### config.mk
export PLATFORM = sky130hd
export DESIGN_NAME = cascade_event_timer
export DESIGN_NICKNAME = d
export VERILOG_FILES = /design/src/cascade_timer_pkg.sv /design/src/event_flag_group.sv /design/src/cascade_event_timer.sv
export SDC_FILE = /design/constraint.sdc
export NUM_CORES = 1
export LEC_CHECK = 0
export BUFFER_PORTS_ARGS = -buffer_cell sky130_fd_sc_hd__buf_2
export CAP_MARGIN = 20
export CORE_MARGIN = 3
export CORE_UTILIZATION = 50
export CTS_CLUSTER_DIAMETER = 100
export DETAILED_ROUTE_END_ITERATION = 7
export GPL_ROUTABILITY_DRIVEN = 1
export HOLD_SLACK_MARGIN = 0.02
export PLACE_DENSITY = 0.73
export SLEW_MARGIN = 20
export SYNTH_ARGS = -nofsm -noshare
export SYNTH_HDL_FRONTEND = slang
export SYNTH_SLANG_ARGS = --single-unit
### constraint.sdc
create_clock -name core_clk -period 6.9 [get_ports core_clk]
set_clock_uncertainty 0.1 [all_clocks]
set_input_delay 1.38 -clock core_clk [delete_from_list [all_inputs] [get_ports core_clk]]
set_output_delay 1.38 -clock core_clk [all_outputs]
set_load 0.05 [all_outputs]
### src/cascade_timer_pkg.sv
// Package: constants for the cascaded 32-bit event timer
package cascade_timer_pkg;
  localparam int          COUNT_WIDTH    = 32;
  localparam int          HALF_WIDTH     = 16;
  localparam int          FLAG_WIDTH     = 16;
  localparam int          VECTOR_WIDTH   = 8;
  localparam int          QUEUE_DEPTH    = 2;
  localparam logic [31:0] PERIOD_RESET   = 32'h0000_0000;
  localparam logic [15:0] HALF_RESET     = 16'h0000;
  localparam logic [15:0] FLAG_RESET     = 16'h0000;
  localparam logic [15:0] CLEAR_ALL      = 16'hffff;
  localparam logic [7:0]  VECTOR_NONE    = 8'h00;
  localparam int          GROUP_COUNT    = 3;
  // Flag bit positions inside the group B flag register
  localparam int          FLAG_PERIOD_POS = 0;
  localparam int          FLAG_ZERO_POS   = 1;
  localparam int          FLAG_CAPTURE_POS = 2;
  typedef enum logic [1:0] {RUN_UP, RUN_DOWN, HOLD} run_state_type;
endpackage : cascade_timer_pkg

### src/event_flag_group.sv
// One interrupt flag group: write-ones clear, destructive vector read
`timescale 1ns/1ns
`default_nettype none
module event_flag_group
  import cascade_timer_pkg::*;
(
  input  wire logic                    core_clk,     // Device clock
  input  wire logic                    resetn,       // Async reset, low
  input  wire logic [FLAG_WIDTH-1:0]   flag_set,     // Event pulses
  input  wire logic [FLAG_WIDTH-1:0]   mask_in,      // Interrupt mask
  input  wire logic                    flag_wr,      // Write to flag register
  input  wire logic [FLAG_WIDTH-1:0]   flag_wdata,   // Ones clear flags
  input  wire logic                    vector_rd,    // Read of vector register
  output logic      [FLAG_WIDTH-1:0]   flags,        // Flag register
  output logic      [VECTOR_WIDTH-1:0] vector,       // Highest-priority pending vector
  output logic                         irq           // Any unmasked flag
);
  logic [FLAG_WIDTH-1:0] flags_q;
  logic [FLAG_WIDTH-1:0] flags_d;
  logic [FLAG_WIDTH-1:0] pend;
  logic [FLAG_WIDTH-1:0] top_bit;
  logic [VECTOR_WIDTH-1:0] vec_w;

  // Lowest pending unmasked bit has highest priority
  function automatic logic [VECTOR_WIDTH-1:0] prio_vec(input logic [FLAG_WIDTH-1:0] p);
    prio_vec = VECTOR_NONE;
    for (int i = FLAG_WIDTH - 1; i >= 0; i--)
      if (p[i])
        prio_vec = VECTOR_WIDTH'(i + 1);
  endfunction : prio_vec

  assign pend    = flags_q & mask_in;
  assign vec_w   = prio_vec(pend);
  assign top_bit = (vec_w == VECTOR_NONE) ? FLAG_RESET
                 : (FLAG_WIDTH'(1) << (vec_w - VECTOR_WIDTH'(1)));
  // Clears by one-write and by vector read; a new event wins over the clear
  assign flags_d = (flags_q & ~(flag_wr ? flag_wdata : FLAG_RESET)
                   & ~(vector_rd ? top_bit : FLAG_RESET)) | flag_set;

  // Flag storage
  always_ff @(posedge core_clk or negedge resetn)
  begin
    if (!resetn)
      flags_q <= FLAG_RESET;
    else
      flags_q <= flags_d;
  end

  assign flags  = flags_q;
  assign vector = vec_w;
  assign irq    = |pend;
endmodule : event_flag_group
`default_nettype wire

### src/cascade_event_timer.sv
// Top: two 16-bit timers cascaded into a saturating 32-bit up/down counter
// Function
// Timers two and three join into one 32-bit counter.
// Counting up, counter stops and holds at the 32-bit period.
// Saturated counter restarts only on direction pin change, counting opposite way.
// Counting down, counter stops at zero until direction pin toggles.
// Halves have no shadow; software stops timer to read coherently.
// Reset clears counters, controls, capture queue and interrupt masks.
// Interrupt flags clear by writing ones; all-ones clears all.
// Reading vector or capture queue clears it and updates flags; a capture queue read here leaves the flags unchanged.
// Low half carries or borrows into high half; period compared whole.
`timescale 1ns/1ns
`default_nettype none
module cascade_event_timer
  import cascade_timer_pkg::*;
#(
  parameter int DEPTH = QUEUE_DEPTH           // Capture queue depth
)
(
  input  wire logic                       core_clk,        // 20 MHz clock
  input  wire logic                       resetn,          // Async reset, low
  input  wire logic                       count_direction_pin, // Direction pin
  input  wire logic                       capture_pin,     // Capture input pin
  input  wire logic                       timer_enable,    // Counting enable
  input  wire logic [COUNT_WIDTH-1:0]     period_in,       // 32-bit period
  input  wire logic                       period_load,     // Latch period_in
  input  wire logic [FLAG_WIDTH-1:0]      mask_b,          // Group B mask
  input  wire logic                       mask_load,       // Latch mask_b
  input  wire logic                       flag_b_wr,       // Write flag reg B
  input  wire logic [FLAG_WIDTH-1:0]      flag_b_wdata,    // Ones clear
  input  wire logic                       vector_b_rd,     // Read vector reg B
  input  wire logic                       queue_rd,        // Read capture queue
  output logic      [HALF_WIDTH-1:0]      timer_two_count, // Low half
  output logic      [HALF_WIDTH-1:0]      timer_three_count, // High half
  output logic                            count_up,        // Current direction
  output logic                            saturated,       // Counter holding
  output logic      [FLAG_WIDTH-1:0]      event_flag_reg_b, // Flags B
  output logic      [VECTOR_WIDTH-1:0]    event_vector_reg_b, // Vector B
  output logic      [HALF_WIDTH-1:0]      capture_queue_1, // Queue head
  output logic                            queue_valid,     // Queue not empty
  output logic                            irq_b            // Group B request
);
  // ----------------------------------------------------------------
  // Pin synchronisers
  // ----------------------------------------------------------------
  logic dir_s1_q;
  logic dir_s2_q;
  logic dir_last_q;
  logic cap_s1_q;
  logic cap_s2_q;
  logic cap_last_q;
  logic [2:0] warm_q;

  // Two flops per pin before any use
  always_ff @(posedge core_clk or negedge resetn)
  begin
    if (!resetn)
    begin
      dir_s1_q   <= 1'b0;
      dir_s2_q   <= 1'b0;
      dir_last_q <= 1'b0;
      cap_s1_q   <= 1'b0;
      cap_s2_q   <= 1'b0;
      cap_last_q <= 1'b0;
      warm_q     <= 3'h0;
    end
    else
    begin
      warm_q     <= {warm_q[1:0], 1'b1};
      dir_s1_q   <= count_direction_pin;
      dir_s2_q   <= dir_s1_q;
      dir_last_q <= dir_s2_q;
      cap_s1_q   <= capture_pin;
      cap_s2_q   <= cap_s1_q;
      cap_last_q <= cap_s2_q;
    end
  end

  logic dir_toggle;
  logic cap_edge;
  // Edges count only once both compared flops hold real pin samples,
  // so a pin held high through reset is not taken for a change
  assign dir_toggle = warm_q[2] & (dir_s2_q ^ dir_last_q);
  assign cap_edge   = warm_q[2] & cap_s2_q & ~cap_last_q;

  // ----------------------------------------------------------------
  // Cascaded counter
  // ----------------------------------------------------------------
  logic [HALF_WIDTH-1:0]  low_q;
  logic [HALF_WIDTH-1:0]  low_d;
  logic [HALF_WIDTH-1:0]  high_q;
  logic [HALF_WIDTH-1:0]  high_d;
  logic [COUNT_WIDTH-1:0] period_q;
  logic [FLAG_WIDTH-1:0]  mask_q;
  run_state_type          state_q;
  run_state_type          state_d;
  logic                   up_q;
  logic                   up_d;
  logic [COUNT_WIDTH-1:0] full_cnt;
  logic                   at_period;
  logic                   at_zero;
  logic                   low_carry;
  logic                   low_borrow;
  logic                   hit_period;
  logic                   hit_zero;

  assign full_cnt   = {high_q, low_q};
  assign at_period  = (full_cnt >= period_q);
  assign at_zero    = (full_cnt == PERIOD_RESET);
  assign low_carry  = (low_q == {HALF_WIDTH{1'b1}});
  assign low_borrow = (low_q == HALF_RESET);
  assign hit_period = (state_q == RUN_UP) && timer_enable && at_period;
  assign hit_zero   = (state_q == RUN_DOWN) && timer_enable && at_zero;

  // Direction and run/hold sequencing
  always_comb
  begin
    state_d = state_q;
    up_d    = up_q;
    case (state_q)
      RUN_UP:
        if (hit_period)
          state_d = HOLD;
      RUN_DOWN:
        if (hit_zero)
          state_d = HOLD;
      HOLD:
        if (dir_toggle)
        begin
          up_d    = ~up_q;
          state_d = up_q ? RUN_DOWN : RUN_UP;
        end
      default:
        state_d = HOLD;
    endcase
  end

  // Halves advance independently readable, no snapshot taken
  always_comb
  begin
    low_d  = low_q;
    high_d = high_q;
    if (timer_enable && state_q == RUN_UP && !at_period)
    begin
      low_d  = low_q + HALF_WIDTH'(1);
      high_d = low_carry ? high_q + HALF_WIDTH'(1) : high_q;
    end
    else if (timer_enable && state_q == RUN_DOWN && !at_zero)
    begin
      low_d  = low_q - HALF_WIDTH'(1);
      high_d = low_borrow ? high_q - HALF_WIDTH'(1) : high_q;
    end
  end

  // Counter, period and mask storage; all clear on reset
  always_ff @(posedge core_clk or negedge resetn)
  begin
    if (!resetn)
    begin
      low_q    <= HALF_RESET;
      high_q   <= HALF_RESET;
      period_q <= PERIOD_RESET;
      mask_q   <= FLAG_RESET;
      state_q  <= RUN_UP;
      up_q     <= 1'b1;
    end
    else
    begin
      low_q    <= low_d;
      high_q   <= high_d;
      state_q  <= state_d;
      up_q     <= up_d;
      if (period_load)
        period_q <= period_in;
      if (mask_load)
        mask_q <= mask_b;
    end
  end

  // Live halves straight out; no shadow register between them
  assign timer_two_count   = low_q;
  assign timer_three_count = high_q;
  assign count_up          = up_q;
  assign saturated         = (state_q == HOLD);

  // ----------------------------------------------------------------
  // Capture queue
  // ----------------------------------------------------------------
  localparam int FILL_W = $clog2(DEPTH + 1);
  localparam int IDX_W  = (DEPTH > 1) ? $clog2(DEPTH) : 1;
  logic [HALF_WIDTH-1:0] queue_q [DEPTH];
  logic [FILL_W-1:0]     fill_q;
  logic [IDX_W-1:0]      push_idx;
  logic queue_full;
  logic pop;
  logic push;

  assign queue_full = (fill_q == FILL_W'(DEPTH));
  // Slot for a new capture; a pop in the same cycle moves it down one
  assign push_idx   = IDX_W'(pop ? fill_q - FILL_W'(1) : fill_q);
  assign pop        = queue_rd && (fill_q != '0);
  assign push       = cap_edge && !queue_full;

  // Shift queue: read removes head, capture appends low half
  always_ff @(posedge core_clk or negedge resetn)
  begin
    if (!resetn)
    begin
      fill_q <= '0;
      for (int i = 0; i < DEPTH; i++)
        queue_q[i] <= HALF_RESET;
    end
    else
    begin
      if (pop)
        for (int i = 0; i < DEPTH - 1; i++)
          queue_q[i] <= queue_q[i+1];
      if (push)
        queue_q[push_idx] <= low_q;
      fill_q <= fill_q + FILL_W'(push) - FILL_W'(pop);
    end
  end

  assign capture_queue_1 = queue_q[0];
  assign queue_valid     = (fill_q != '0);

  // ----------------------------------------------------------------
  // Group B interrupt flags
  // ----------------------------------------------------------------
  logic [FLAG_WIDTH-1:0] set_b;
  always_comb
  begin
    set_b = FLAG_RESET;
    set_b[FLAG_PERIOD_POS]  = hit_period;
    set_b[FLAG_ZERO_POS]    = hit_zero;
    set_b[FLAG_CAPTURE_POS] = push;
  end

  event_flag_group u_flags_b (
    .core_clk   (core_clk),
    .resetn     (resetn),
    .flag_set   (set_b),
    .mask_in    (mask_q),
    .flag_wr    (flag_b_wr),
    .flag_wdata (flag_b_wdata),
    .vector_rd  (vector_b_rd),
    .flags      (event_flag_reg_b),
    .vector     (event_vector_reg_b),
    .irq        (irq_b)
  );
endmodule : cascade_event_timer
`default_nettype wire

# ---- After elaboration in Yosys (flattened, before gate mapping)
# Index checks and enable logic that the tools add are counted.
dict set report classes {
  addsub 8
  order_cmp 3
  n_eq_ne 8
  n_shift 1
  muxes 36
  n_bitwise 13
  n_reduce_logical 23
}
# op count
set ops {}
lappend ops {{16-bit two-way mux} 11}
lappend ops {{8-bit two-way mux} 15}
lappend ops {{16-bit AND} 3}
lappend ops {{16-bit by 1-bit adder with 16-bit output, second input constant} 2}
lappend ops {{32-bit bitwise mux} 1}
lappend ops {{32-bit greater-or-equal comparator} 1}
lappend ops {{32-bit logical NOT} 1}
lappend ops {{32-bit two-way mux} 1}
lappend ops {{16-bit NOT} 2}
lappend ops {{16-bit by 1-bit subtractor with 16-bit output, second input constant} 2}
lappend ops {{16-bit demux with 1-bit select} 1}
lappend ops {{16-bit == test, second input constant} 1}
lappend ops {{16-bit logical NOT} 1}
lappend ops {{16-bit by 3-bit bitwise OR with 16-bit output} 1}
lappend ops {{16-bit OR reduction} 1}
lappend ops {{1-bit by 8-bit left shift with 16-bit output, first input constant} 1}
lappend ops {{1-bit logical AND} 9}
lappend ops {{8-bit logical NOT} 1}
lappend ops {{8-bit by 1-bit subtractor with 8-bit output, second input constant} 1}
lappend ops {{2-bit two-way mux} 3}
lappend ops {{2-bit inequality test, second input constant} 3}
lappend ops {{2-bit case mux with 3 select lines} 1}
lappend ops {{3-bit AND reduction} 2}
lappend ops {{2-bit nonzero test} 3}
lappend ops {{other kinds (17)} 24}
dict set report totals {
  regBits 142
  in_bits 74
  out_inout_bits 76
  word_cells 109
}

# ---- Longest topological paths before layout
dict set report logic_depth {
  word_depth 24
  depth_mapped 17
  mapped_depth_nobuf 17
}

# ---- By module
# From an unflattened synthesis, not the netlist that was laid out.
dict set report unflattened {
  hier_cells 841
  hier_area_um2 8291.7
}
# module instances cells_each area_per_inst_um2 seq_area_each_um2
set by_module_without_submodules {}
lappend by_module_without_submodules {cascade_event_timer 1 691 7093.1 3154.3}
lappend by_module_without_submodules {event_flag_group 1 150 1198.6 400.4}

# ---- Worst setup path after synthesis
# OpenSTA, ideal clock, no wires.
dict set report synth_path {
  path_kind {reg2reg}
  startpoint {reg low_q[0] (netlist: timer_two_count[0])}
  endpoint {reg low_q[14] (netlist: timer_two_count[14])}
  arrival_ns 4.761
  path_slack_ns 1.914
  stages_incl_launch_ff 18
  path_cell_list {dfrtp_1 > inv_1 > ha_1 > nor3b_1 > o21a_1 > o211ai_1 > a21oi_1 > o21ai_2 > or3_1 > fa_1 > a211oi_1 > o21bai_1 > a31oi_1 > o21ai_0 > o41ai_1 > o21ai_0 > xor2_1 > mux2_2}
}
dict set report synth_via {
  elab_chain_len 4
  elab_cells_between_ends 11
  classes_between {2 x add/sub; 1 x order compare; 2 x mux; 6 x reduce/logical}
}
# element line
set synth_rtl {}
lappend synth_rtl {{start, declared} cascade_event_timer.sv:89} ;# logic [HALF_WIDTH-1:0] low_q;
lappend synth_rtl {{start signal, assigned} cascade_event_timer.sv:169} ;# low_q <= low_d;
lappend synth_rtl {{32-bit greater-or-equal comparator / 32-bit logical NOT (equally long branches)} {cascade_event_timer.sv:108, cascade_event_timer.sv:109}}
lappend synth_rtl {{1-bit logical NOT (on tied branches)} {cascade_event_timer.sv:143, cascade_event_timer.sv:148}}
lappend synth_rtl {{1-bit logical AND (on tied branches)} {cascade_event_timer.sv:143, cascade_event_timer.sv:148}}
lappend synth_rtl {{16-bit two-way mux / 2-bit nonzero test (equally long branches)} n/a}
# Several ways; a longest one is shown, not always the timed one. The select of a mux whose other input is x is not followed.
# A chain may end at the register's enable or synchronous reset.

# ---- Worst setup path in the final report
# Ends and elaborated chain as after synthesis.

==> summary.md <==
| Metric | Value |
|---|---|
| Run status | `finished, final reports clean` |
| RSZ-0062 raised after global routing | `false` |
| CP Max Fanout | `26` |
| PwrDens | `approximately 410 mW/mm^2` |
| Sequential share of the synthesized area | `44.1%` |
| Synth cell types | `60` |
| Final setup TNS | `0 ns` |
| DR WL/cell | `16.0 um` |
| Via/cell ratio | `between 5 and 6` |
| Synth warnings | `0` |
| Crit Path Category | `flip-flop to flip-flop` |
| Mapped cell area | `0.00805 mm^2` |
| Initial antenna violation count | `0` |
| Share of layout cells above drive strength 1 | `between 20% and 30%` |
| Clk pwr share | `approximately a quarter` |
| Maximum vdd drop | `between 0.15 and 0.2 mV` |
| CP Data Arrival Time | `approximately 5.3 ns` |
| Core region area | `around 0.015 mm^2` |
| Vias in the first global route | `6151` |
| Sw power | `~1.6 mW` |
| Syn Area/Cell | `around 10 um^2` |
| Combinational share of power | `43.9%` |
| CTS resizes | `0` |
| Ports | `150` |
| Vias post-DR | `~6300` |
| Synth Instances | `around 820` |
| Worst hold path type | `flip-flop to flip-flop` |
| # rows | `45` |
| Sink Count | `approximately 140` |
| IO Port Bufs | `~150` |
| Lkg Pwr | `between 4 and 5 nW` |
| Final #Nets | `1086` |
| Post-synth top area cell | `dfrtp_1` |
| FF+latch count, synth | `roughly 140` |
| TritonCTS Buffers | `17` |
| Die Y | `between 100 and 150 um` |
| Startpoint types | `flip-flop` |
| Top FF cell, synth | `dfrtp_1` |
| Fin. Hold Viols | `0` |
| Placed cell areas | `between 0.008 and 0.009 mm^2` |
| Final Critical Period | `5.09 ns` |
| Synth-to-Final Area Change | `17.6%` |
| Clock tree root buffer cell | `clkbuf_16` |
| Asr flop ratio synth | `100%` |
| DRC | `0` |
| Setup Buffers After CTS | `0` |
| Longest Clk Path Bufs | `2` |
| Post-route ant nets | `0` |
| ANT cells | `0` |
| EDFF count, synth | `0` |
| Fmax | `just under 200 MHz` |
| DR pass1 iterations | `5` |
| Worst Tran Pin Value | `0.943 ns` |
| Total routed wirelength | `around 19000 um` |
| Fin crit share | `between 70% and 80%` |
| CTS H-tree lvls | `4` |
| Pint | `2.25 mW` |
| Largest net degree at the start of global routing | `between 70 and 80` |
| First-pass GRT wire length | `30900 um` |
| Detailed Place HPWL | `13700 um` |
| Die area | `approximately 0.018 mm^2` |
| Grt total ovfl | `0` |
| Max_slew headroom | `37.0%` |
| Top post-synthesis cells by area | `dfrtp_1 44%, ha_1 9.9%, mux2_2 6.9%` |
| # hold bufs at CTS | `0` |
| Initial DRC count | `341` |
| Switching share of power | `42.2%` |
| CTS tree | `yes` |
| Worst skew pair latency | `around 0.43 ns` |
| Final Instance Area | `around 0.0095 mm^2` |
| Max Cap Viol | `0` |
| Top-area cell type share of the netlist area | `around 44%` |
| Final setup vio count | `0` |
| Critical Path End Type | `flip-flop` |
| Slew Viols, Final | `0` |
| Final GP Congestion | `slightly above 0.9` |
| CTS clk-pin slew, worst paths | `0.06 ns` |
| Starting Density | `52.0%` |
| Power Total | `~3.9 mW` |
| Die outline width | `roughly 130 um` |
| Worst path required time | `between 7 and 8 ns` |
| Sequential power share | `32.0%` |
| Total Routing Usage GR | `between 20% and 30%` |
[cell usage after synthesis (2+ instances only)]
cell type	number
a2111oi_0	2
a211o_1	4
a211oi_1	3
a21o_1	10
a21oi_1	54
a22o_1	3
a22oi_1	3
a31o_2	2
a31oi_1	8
a41oi_1	2
and3_1	6
buf_4	21
clkbuf_1	17
conb_1	2
dfrtp_1	141
fa_1	2
ha_1	64
inv_1	49
mux2_2	49
mux2i_1	18
nand2_1	117
nand2b_1	3
nand3_1	11
nand4_1	11
nor2_1	35
nor2b_1	6
nor3_1	6
nor4_1	10
o211ai_1	4
o21a_1	4
o21ai_0	72
o21ai_1	2
o21bai_1	6
o311a_1	3
o311ai_1	2
o41ai_1	4
or2_2	4
or3_1	2
xnor2_1	20
xor2_1	13
[cell type report]
cell class | count | area (um^2)
multi-input cells | 586 | 4090
flip-flops and latches | 142 | 3550
clock inverters | 12 | 159
well taps | 211 | 264
inverters | 49 | 184
fillers | 1327 | 6020
clock buffers | 20 | 447
repair buffers | 150 | 771
[worst max-delay path, stage by stage, from the launching register on]
cell and delay [ns]:
dfrtp_1 0.54, inv_1 0.14, ha_1 0.31, nor3b_1 0.19, o21a_1 0.14, o211ai_1 0.09
a21oi_1 0.23, o21ai_2 0.16, or3_1 0.51, buf_4 0.31, fa_1 0.46, a211oi_1 0.24
o21bai_1 0.13, a31oi_1 0.24, o21ai_0 0.16, o41ai_1 0.42, o21ai_0 0.19, xor2_1 0.16
mux2_2 0.26
[per-layer routing]
metal  vias to the layer above  global-route usage (%)  part of all wire (%)
li1                       3127                       -                     -
met5                         -                       0                     0
met1                      3010                    30.3                    47
met3                        27                    4.79                   5.5
met2                       180                    33.5                    46
met4                         0                    6.87                   1.8
[metrics by stage]
| stage | cells | hold WS [ns] | worst slack [ns] | util, % |
|---|---|---|---|---|
| finish | 1170 | 0.247 | 1.81 | 61.1 |
| global route | 1170 | 0.252 | 1.30 | 61.1 |
| CTS | 1170 | 0.250 | 1.82 | 61.1 |
| detailed placement | 1138 | 0.235 | 1.84 | 57.2 |
| global placement | 1137 | 0.233 | 1.92 | 57.2 |
| floorplan | 817 | 0.231 | 1.91 | - |
[placed cells by master (no fill, tap or decap), types with 4 or more instances in the layout]
master	n
a21o_1	10
xnor2_1	20
and3_1	6
nand2_1	117
mux2i_1	18
xor2_1	13
o21ai_0	72
inv_1	49
buf_2	145
o211ai_1	4
dfrtp_1	141
ha_1	64
o21bai_1	6
conb_1	4
o21a_1	4
nand4_1	11
a21oi_1	53
nor3_1	6
nand3_1	11
a211o_1	4
a31oi_1	8
or2_2	4
clkbuf_16	17
mux2_2	49
nor4_1	10
nor2_1	35
nor2b_1	6
o41ai_1	4
[power by group through the flow]
| stage | logic [mW] | clock network, mW | registers [mW] |
|---|---|---|---|
| final | 1.71 | 0.940 | 1.24 |
| after global routing | 1.88 | 0.989 | 1.27 |
| after CTS | 1.72 | 0.959 | 1.24 |
| after detailed placement | 1.71 | 0 | 1.26 |
| after global placement | 1.68 | 0 | 1.25 |
| after floorplan | 1.23 | 0 | 1.37 |
[kinds of logic (layout without fill, tap and decap cells)]
family	count (synthesis)	in the layout	synth area share, %
xor gates and xnor gates	33	33	3.59
other	2	4	0.0932
muxes	68	68	9.23
adders and majority gates	66	66	10.4
AOI/OAI and AO/OA	198	198	15.3
DFF	142	142	44.1
and+or+nand+nor	217	217	11.9
buffers and inverters	89	231	5.24
[worst paths after layout]
kind / start / endpoint / slack (ns) / depth (start not counted)
setup / recovery: timer_two_count[0]$_DFFE_PN0P_ / timer_two_count[14]$_DFFE_PN0P_ / 1.81 / 18
hold / removal: warm_q[1]$_DFF_PN0_ / warm_q[2]$_DFF_PN0_ / 0.25 / 0
setup reg to reg: timer_two_count[0]$_DFFE_PN0P_ / timer_two_count[14]$_DFFE_PN0P_ / 1.81 / 18
hold reg to reg: warm_q[1]$_DFF_PN0_ / warm_q[2]$_DFF_PN0_ / 0.25 / 0
max in group asynchronous: resetn / period_q[23]$_DFFE_PN0P_ / 4.50 / 2
min in group asynchronous: resetn / mask_q[4]$_DFFE_PN0P_ / 0.86 / 1
No activity file was read; power rests on OpenSTA's default activity.
